==> config.mk <==
export PLATFORM = sky130hd
export DESIGN_NAME = data_beat_termination
export DESIGN_NICKNAME = d
export VERILOG_FILES = /design/src/core/beat_buffer.v /design/src/core/data_beat_termination.v
export VERILOG_INCLUDE_DIRS = /design/src /design/src/shared
export SDC_FILE = /design/constraint.sdc
export NUM_CORES = 1
export LEC_CHECK = 0
export BUFFER_PORTS_ARGS = -buffer_cell sky130_fd_sc_hd__buf_2
export CELL_PAD_IN_SITES_DETAIL_PLACEMENT = 1
export CELL_PAD_IN_SITES_GLOBAL_PLACEMENT = 1
export CORE_MARGIN = 5
export CORE_UTILIZATION = 35
export CTS_BUF_LIST = sky130_fd_sc_hd__clkbuf_4 sky130_fd_sc_hd__clkbuf_8
export CTS_CLUSTER_DIAMETER = 100
export DETAILED_ROUTE_END_ITERATION = 8
export GPL_TIMING_DRIVEN = 0
export PLACE_DENSITY_LB_ADDON = 0.1
export SYNTH_ARGS = -nofsm -noshare
export SYNTH_HDL_FRONTEND = slang
export SYNTH_SLANG_ARGS = --single-unit
==> constraint.sdc <==
create_clock -name ref_clk -period 2.9 [get_ports ref_clk]
set_input_delay 0 -clock ref_clk [delete_from_list [all_inputs] [get_ports ref_clk]]
set_output_delay 0 -clock ref_clk [all_outputs]
set_load 0.05 [all_outputs]
==> src/shared/beat_term_defs.vh <==
// constants for the data beat termination block
`ifndef BEAT_TERM_DEFS_VH
`define BEAT_TERM_DEFS_VH
// register byte offsets
`define REG_CTRL        12'h000
`define REG_STATUS      12'h004
`define REG_CMD         12'h008
`define REG_WDATA       12'h00C
`define REG_RDATA       12'h010
`define REG_BEATS       12'h014
// control fields
`define CTRL_MCE_BIT    0
`define CTRL_STREAM_BIT 1
`define CTRL_RESET      2'h1
// command fields
`define CMD_READ_BIT    0
`define CMD_BURST_BIT   1
`define CMD_DSTORE_BIT  2
`define CMD_LAST_BIT    3
// status fields
`define ST_BUSY_BIT     0
`define ST_DONE_BIT     1
`define ST_RETRY_BIT    2
`define ST_BERR_BIT     3
`define ST_MCHK_BIT     4
`define ST_CKSTOP_BIT   5
`define ST_NODRTRY_BIT  6
`define ST_PEND_BIT     7
// beats per burst
`define BURST_BEATS     4
`endif

==> src/core/beat_buffer.v <==
// small beat memory holding burst write data
`default_nettype none
module beat_buffer #(
	parameter DW = 32,
	parameter AW = 2
)(
	// clock
	input  wire          ref_clk,
	// write port
	input  wire          wr_en,
	input  wire [AW-1:0] wr_addr,
	input  wire [DW-1:0] wr_data,
	// read port
	input  wire [AW-1:0] rd_addr,
	output reg  [DW-1:0] rd_data_ff
);
	reg [DW-1:0] mem [0:(1<<AW)-1];

	always @(posedge ref_clk)
	begin
		if (wr_en)
			mem[wr_addr] <= wr_data;
		rd_data_ff <= mem[rd_addr];
	end
endmodule // beat_buffer
`default_nettype wire

==> src/core/data_beat_termination.v <==
// data beat termination logic of the bus master, with APB register access
// Summary of operation
// - each beat terminated; burst ends on last
// - ack completes beat unless retry follows
// - hold write data or wait while unacked
// - retry discards previously accepted read data
// - retry ignored on writes and direct-store
// - retry sampled at reset selects no-retry mode
// - bus error raises machine check or checkstop
// - bus error ends tenure, ack/retry ignored
// - busy negated and floated next clock
// - direct-store errors deferred to last tenure
// - streaming ignores error clock after read ack
// - float write data after final ack
`default_nettype none
`include "beat_term_defs.vh"
module data_beat_termination #(
	parameter DW = 32
)(
	// clock and reset
	input  wire          ref_clk,
	input  wire          rst_n,
	// apb slave
	input  wire          psel,
	input  wire          penable,
	input  wire          pwrite,
	input  wire [11:0]   paddr,
	input  wire [31:0]   pwdata,
	output reg  [31:0]   prdata_ff,
	output reg           pready_ff,
	output reg           pslverr_ff,
	// termination inputs from the system
	input  wire          beat_ack_n,
	input  wire          late_read_retry_n,
	input  wire          bus_error_ack_n,
	// data bus
	input  wire [DW-1:0] data_in,
	output reg  [DW-1:0] data_out_ff,
	output reg           data_oe_ff,
	output reg           data_bus_busy_n_out_ff,
	output reg           data_bus_busy_oe_ff,
	// exception outputs
	output reg           machine_check_ff,
	output reg           checkstop_ff
);
	localparam IDLE = 2'd0;
	localparam DATA = 2'd1;
	localparam RCHK = 2'd2;

	reg [1:0]  state_ff, nxt_state;
	reg [1:0]  ctrl_ff;
	reg        no_retry_ff, strap_done_ff;
	reg        rd_ff, burst_ff, dstore_ff, last_ff;
	reg [1:0]  beat_ff;
	reg [2:0]  beats_done_ff;
	reg        done_ff, retry_ff, berr_ff, pend_ff;
	reg [31:0] rdata_ff;
	reg        ack_dly_ff;
	reg        wbuf_we;
	reg [1:0]  wbuf_ptr_ff;
	wire [DW-1:0] wbuf_q;

	wire ack   = ~beat_ack_n;
	wire retry = ~late_read_retry_n;
	wire berr  = ~bus_error_ack_n;
	wire acc   = psel & penable & pready_ff;
	wire wr    = acc & pwrite;
	wire start = wr && paddr == `REG_CMD && state_ff == IDLE && !checkstop_ff;
	wire last_beat = !burst_ff || {30'h0, beat_ff} == `BURST_BEATS - 1;
	// buffer read runs one beat ahead so the next word is ready at each ack
	wire [1:0] wbuf_rd_ptr = (state_ff == DATA) ? beat_ff + 2'h1 : 2'h0;
	// error not seen in the slot after a streaming read ack
	wire berr_ok = berr && !(ctrl_ff[`CTRL_STREAM_BIT] && rd_ff && ack_dly_ff);
	wire retry_ok = retry && rd_ff && !dstore_ff && !no_retry_ff;

	beat_buffer #(.DW(DW), .AW(2)) u_buf (
		.ref_clk (ref_clk),
		.wr_en   (wbuf_we),
		.wr_addr (wbuf_ptr_ff),
		.wr_data (pwdata[DW-1:0]),
		.rd_addr (wbuf_rd_ptr),
		.rd_data_ff (wbuf_q)
	);

	always @*
	begin
		wbuf_we = wr && paddr == `REG_WDATA;
	end

	always @*
	begin
		nxt_state = state_ff;
		case (state_ff)
			IDLE:
				if (start)
					nxt_state = DATA;
			DATA:
				if (berr_ok)
					nxt_state = IDLE;
				else if (ack && last_beat)
					nxt_state = (rd_ff && !no_retry_ff && !dstore_ff) ? RCHK : IDLE;
			RCHK:
				if (berr_ok)
					nxt_state = IDLE;
				else if (!retry)
					nxt_state = IDLE;
			default:
				nxt_state = IDLE;
		endcase
	end

	// apb side and register file
	always @(posedge ref_clk or negedge rst_n)
	begin
		if (!rst_n)
		begin
			pready_ff   <= 1'b0;
			pslverr_ff  <= 1'b0;
			prdata_ff   <= 32'h0000_0000;
			ctrl_ff     <= `CTRL_RESET;
			wbuf_ptr_ff <= 2'h0;
		end
		else
		begin
			pready_ff  <= psel & ~pready_ff;
			pslverr_ff <= 1'b0;
			if (psel && !pready_ff)
			begin
				if (paddr == `REG_CTRL)
					prdata_ff <= {30'h0, ctrl_ff};
				else if (paddr == `REG_STATUS)
					prdata_ff <= {24'h0, pend_ff, no_retry_ff, checkstop_ff, machine_check_ff,
						berr_ff, retry_ff, done_ff, state_ff != IDLE};
				else if (paddr == `REG_RDATA)
					prdata_ff <= rdata_ff;
				else if (paddr == `REG_BEATS)
					prdata_ff <= {29'h0, beats_done_ff};
				else if (paddr == `REG_CMD || paddr == `REG_WDATA)
					prdata_ff <= 32'h0000_0000;
				else
				begin
					prdata_ff  <= 32'h0000_0000;
					pslverr_ff <= 1'b1;
				end
			end
			if (wr && paddr == `REG_CTRL)
				ctrl_ff <= pwdata[1:0];
			if (wbuf_we)
				wbuf_ptr_ff <= wbuf_ptr_ff + 2'h1;
			else if (start)
				wbuf_ptr_ff <= 2'h0;
		end
	end

	// mode strap caught on the first clock after reset release
	always @(posedge ref_clk or negedge rst_n)
	begin
		if (!rst_n)
		begin
			strap_done_ff <= 1'b0;
			no_retry_ff   <= 1'b0;
		end
		else if (!strap_done_ff)
		begin
			strap_done_ff <= 1'b1;
			no_retry_ff   <= retry;
		end
	end

	// beat engine
	always @(posedge ref_clk or negedge rst_n)
	begin
		if (!rst_n)
		begin
			state_ff      <= IDLE;
			rd_ff         <= 1'b0;
			burst_ff      <= 1'b0;
			dstore_ff     <= 1'b0;
			last_ff       <= 1'b0;
			beat_ff       <= 2'h0;
			beats_done_ff <= 3'h0;
			done_ff       <= 1'b0;
			retry_ff      <= 1'b0;
			berr_ff       <= 1'b0;
			pend_ff       <= 1'b0;
			rdata_ff      <= 32'h0000_0000;
			ack_dly_ff    <= 1'b0;
			data_out_ff   <= {DW{1'b0}};
			data_oe_ff    <= 1'b0;
			data_bus_busy_n_out_ff <= 1'b1;
			data_bus_busy_oe_ff    <= 1'b0;
			machine_check_ff <= 1'b0;
			checkstop_ff  <= 1'b0;
		end
		else
		begin
			state_ff   <= nxt_state;
			ack_dly_ff <= state_ff == DATA && ack && rd_ff;
			if (start)
			begin
				rd_ff         <= pwdata[`CMD_READ_BIT];
				burst_ff      <= pwdata[`CMD_BURST_BIT];
				dstore_ff     <= pwdata[`CMD_DSTORE_BIT];
				last_ff       <= pwdata[`CMD_LAST_BIT];
				beat_ff       <= 2'h0;
				beats_done_ff <= 3'h0;
				done_ff       <= 1'b0;
				retry_ff      <= 1'b0;
				data_bus_busy_n_out_ff <= 1'b0;
				data_bus_busy_oe_ff    <= 1'b1;
				data_oe_ff    <= !pwdata[`CMD_READ_BIT];
				data_out_ff   <= wbuf_q;
			end
			if (wr && paddr == `REG_STATUS && pwdata[`ST_BERR_BIT])
				berr_ff <= 1'b0;
			if (wr && paddr == `REG_STATUS && pwdata[`ST_MCHK_BIT])
				machine_check_ff <= 1'b0;
			// write data held while no ack, advanced after each ack but the last
			if (state_ff == DATA && !rd_ff && ack && !berr_ok && !last_beat)
				data_out_ff <= wbuf_q;
			if (state_ff == DATA && berr_ok)
			begin
				// terminate tenure, release busy next clock
				data_bus_busy_n_out_ff <= 1'b1;
				data_bus_busy_oe_ff    <= 1'b0;
				data_oe_ff    <= 1'b0;
				berr_ff       <= 1'b1;
				if (dstore_ff && !last_ff)
					pend_ff <= 1'b1;
				else if (ctrl_ff[`CTRL_MCE_BIT])
					machine_check_ff <= 1'b1;
				else
					checkstop_ff <= 1'b1;
				if (dstore_ff && last_ff)
					pend_ff <= 1'b0;
			end
			else if (state_ff == RCHK && berr_ok)
			begin
				berr_ff <= 1'b1;
				if (ctrl_ff[`CTRL_MCE_BIT])
					machine_check_ff <= 1'b1;
				else
					checkstop_ff <= 1'b1;
			end
			else if (state_ff == DATA && ack)
			begin
				if (rd_ff)
					rdata_ff <= data_in[31:0];
				beat_ff       <= beat_ff + 2'h1;
				beats_done_ff <= beats_done_ff + 3'h1;
				if (last_beat)
				begin
					data_bus_busy_n_out_ff <= 1'b1;
					data_bus_busy_oe_ff    <= 1'b0;
					data_oe_ff    <= 1'b0;
					if (nxt_state == IDLE)
						done_ff <= 1'b1;
				end
				if (dstore_ff && last_ff && pend_ff)
				begin
					pend_ff <= 1'b0;
					if (ctrl_ff[`CTRL_MCE_BIT])
						machine_check_ff <= 1'b1;
					else
						checkstop_ff <= 1'b1;
				end
			end
			else if (state_ff == RCHK)
			begin
				if (retry_ok)
				begin
					// speculative data withdrawn, beat count taken back
					retry_ff      <= 1'b1;
					rdata_ff      <= 32'h0000_0000;
					beats_done_ff <= beats_done_ff - 3'h1;
				end
				else
					done_ff <= 1'b1;
			end
		end
	end
endmodule // data_beat_termination
`default_nettype wire

==> results.toml <==
[final_layout]
drive_gt1_share_pct = 29.66
final_cell_mix = "160 x buf_2, 128 x edfxtp_1, 123 x dfrtp_1, 92 x nand2_1, 81 x dlygate4sd3_1"
nFillCells = 3110
final_net_count = 1113
diodes = 0
final_common_cell = "buf_2"
syn2layout_area_growth_pct = 30.35

[setup_path]
start_kind = "flop"
slowest_stage = "nor4_1"
worstSetupPathType = "flop to flop"
cpPeakStageDelay_ns = 1.09
worstRegToRegCells = 4
critical_path_arrival_ns = 2.92
cp_cell_sequence = "a31oi_1 > nor4_1 > buf_2 > a22o_1"
end_kind = "flop"
r2r_start = "rd_ff$_DFFE_PN0P_"
rr_endpoint = "rdata_ff[20]$_DFFE_PN0P_"
critPathRequiredTime_ns = 3.39
r2r_slack_ns = 0.47
critPathMaxFanout = 10

[cts]
htree_levels = 2
clk_pin_slew_ns = 0.06
cts-root-buf = "clkbuf_8"
ctsResizeCount = 0
clk_latency_ns = 0.56
cts_sinks = 285
ctsLongestPathBuffers = 3
numCtsBuffers = 50
cts_tree = "done"

[power]
power.total_uw = 8410
p_seq_share_pct = 51.2
p_sw_share_pct = 21.54
p_int_uw = 6598
p_leak_uw = 0.006114
vdd_drop_max_mv = 0.2365
power.switching_uw = 1812
powerDensity_nw_per_um2 = 603.8
pwr-share-clk_pct = 44.0
combPwrFrac_pct = 4.8

[timing]
fin_crit_sh_pct = 83.76
setup_viol = 0
holdWs_ns = 0.04413
layout_min_cycle_time_ns = 2.429
max_freq_mhz = 411.7
hold_viol = 0
rsz0062_at_grt = "false"
drv_slew = 0
clock_skew_ns = 0.01421
slew_headroom_pct = 13.39
tightestPinTransition_ns = 1.287

[global_routing]
grt_antenna_before_repair = 0
grt_max_degree = 75
grt_overflow = 0
grt_pass1_vias = 8011
grt_use_total_pct = 16.79
grt_first_pass_wirelength_mm = 44.73

[detailed_routing]
wirelength_mm = 28.69
drtAntennaViolNets = 0
first_pass_iters = 4
via_count = 7189
drc = 0
viasPerCell = 4.931
wl_per_cell_um = 19.68
drt_iter0_drc = 332

[synth]
syn_avg_cell_area_sq_um = 14.64
synth_edf_count = 128
async_reset_ff_share_pct = 43.86
yosysUniqueCellTypes = 52
yosysSeqAreaShare_pct = 71.27
ys_ff_latch = 285
syn_inst = 730
synthFlopType = "edfxtp_1"
syn_nets = 821
yosysWarnings = 0
syn_area_sq_um = 10680

[place]
port-buffer-count = 153
globalplace.congestion = 0.7185
dp_hpwl_mm = 18.87

[die]
core_region_area_sq_um = 30350
start_util_pct = 35.20
die_h_um = 184.7
io_pins = 155
die_x_um = 184.7
die_area_sq_um = 34120
rows = 64

[run]
maxCapViolations = 0

[status]
status = "completed"

[min_path]
hold_class = "input pin to flop"
hp-start = "paddr[10]"
hold_depth = 5
min_to = "wbuf_ptr_ff[0]$_DFFE_PN0P_"
logic make-up (layout without fill, tap and decap cells):
logic type                 count (synthesis)  after routing  share of synthesized area (%)
AOI/OAI and AO/OA                        168            168                          11.84
adders and majority gates                  7              7                         0.8197
buffers and inverters                     47            379                          2.131
DFF                                      285            285                          71.27
muxes                                     41             41                          5.457
other                                      1              1                        0.03510
and+or+nand+nor                          181            181                          8.443
power groups by stage:
stage	registers [uW]	logic [uW]	clock network, uW
2_1_floorplan	4380	120	0
3_3_place_gp	4380	299	0
6_report	4300	405	3700
5_1_grt	4300	447	4060
4_1_cts	4300	413	3850
3_5_place_dp	4380	322	0
layout make-up:
| cell class | count | area (sq um) | share of cell area (%) |
|---|---|---|---|
| clock buffer | 85 | 994.7 | 7.142 |
| tap | 396 | 495.5 | 3.558 |
| multi-input combinational | 398 | 2846 | 20.44 |
| timing repair buffer | 240 | 1710 | 12.28 |
| inverter | 9 | 33.78 | 0.2426 |
| buffer | 38 | 193.9 | 1.393 |
| clock inverter | 7 | 37.54 | 0.2695 |
| sequential | 285 | 7615 | 54.68 |
synthesized netlist by cell type, types with 5 or more instances:
cell | count | area [sq um]
inv_1 | 9 | 33.78
a31oi_1 | 36 | 225.2
clkbuf_1 | 26 | 97.59
nand2b_1 | 6 | 37.54
mux2_4 | 30 | 450.4
a22oi_1 | 5 | 37.54
dfrtp_1 | 123 | 3078
a22o_1 | 57 | 499.2
ha_1 | 7 | 87.58
mux2_2 | 8 | 90.09
nand3_1 | 7 | 35.03
edfxtp_1 | 128 | 3844
nand2_1 | 92 | 345.3
a211oi_1 | 32 | 240.2
buf_2 | 8 | 40.04
o31ai_1 | 6 | 45.04
nor3_1 | 9 | 45.04
nor2_1 | 12 | 45.04
dfxtp_1 | 32 | 640.6
nor2b_1 | 34 | 212.7
a21oi_1 | 8 | 40.04
o21ai_0 | 12 | 60.06
flip-flops by register name, summed over array words and instances (netlist names), 2 cells and up:
register,flops
data_out_ff,32
state_ff,2
prdata_ff,32
beats_done_ff,3
wbuf_ptr_ff,2
beat_ff,2
rdata_ff,32
ctrl_ff,2
u_buf.rd_data_ff,32
u_buf.mem,128
per-stage QoR:
step | cells | utilization, % | cell area, sq um | worst slack [ns] | setup TNS [ns]
3_3_place_gp | 1279 | 39.36 | 11950 | -0.1690 | -15.93
2_1_floorplan | 730 | - | 10680 | 0.5067 | 0
4_1_cts | 1458 | 45.89 | 13930 | 0.4530 | 0
5_1_grt | 1458 | 45.89 | 13930 | 0.3039 | 0
6_report | 1458 | 45.89 | 13930 | 0.4709 | 0
3_5_place_dp | 1284 | 39.75 | 12060 | 0.4661 | 0
critical path: cells and delay by family, from the launching register on:
family	cells	cell delay, ns
flip-flops	1	0.45
AND/OR/NAND/NOR	1	1.09
buffers and inverters	1	0.40
AO/OA/AOI/OAI	2	0.42
layer usage:
| layer | global-route usage (%) | vias to the layer above | wire length (um) |
|---|---|---|---|
| met4 | 4.668 | 0 | 515 |
| li1 | - | 3316 | - |
| met2 | 29.72 | 152 | 14720 |
| met1 | 21.03 | 3678 | 12340 |
| met3 | 3.296 | 43 | 1128 |
| met5 | 0 | - | 0 |
worst max-delay path by stage:
| stage | slack (ns) | end | startpoint |
|---|---|---|---|
| floorplan | 0.51 | u_buf.mem[0][0]$_DFFE_PP_ | pready_ff$_DFF_PN0_ |
| CTS | 0.45 | rdata_ff[20]$_DFFE_PN0P_ | rd_ff$_DFFE_PN0P_ |
| global placement | -0.17 | u_buf.mem[1][15]$_DFFE_PP_ | pready_ff$_DFF_PN0_ |
| detailed placement | 0.47 | rdata_ff[20]$_DFFE_PN0P_ | rd_ff$_DFFE_PN0P_ |
| global route | 0.30 | rdata_ff[4]$_DFFE_PN0P_ | rd_ff$_DFFE_PN0P_ |
| finish | 0.47 | rdata_ff[20]$_DFFE_PN0P_ | rd_ff$_DFFE_PN0P_ |
what timing repair did:
action / 4_1_cts / 5_1_grt
hold endpoints to repair: 315 / 0
buffers inserted: 0 / 0
hold buffers: 82 / 0
endpoints found under the setup margin: 0 / 0
(Power assumes the default switching activity.)
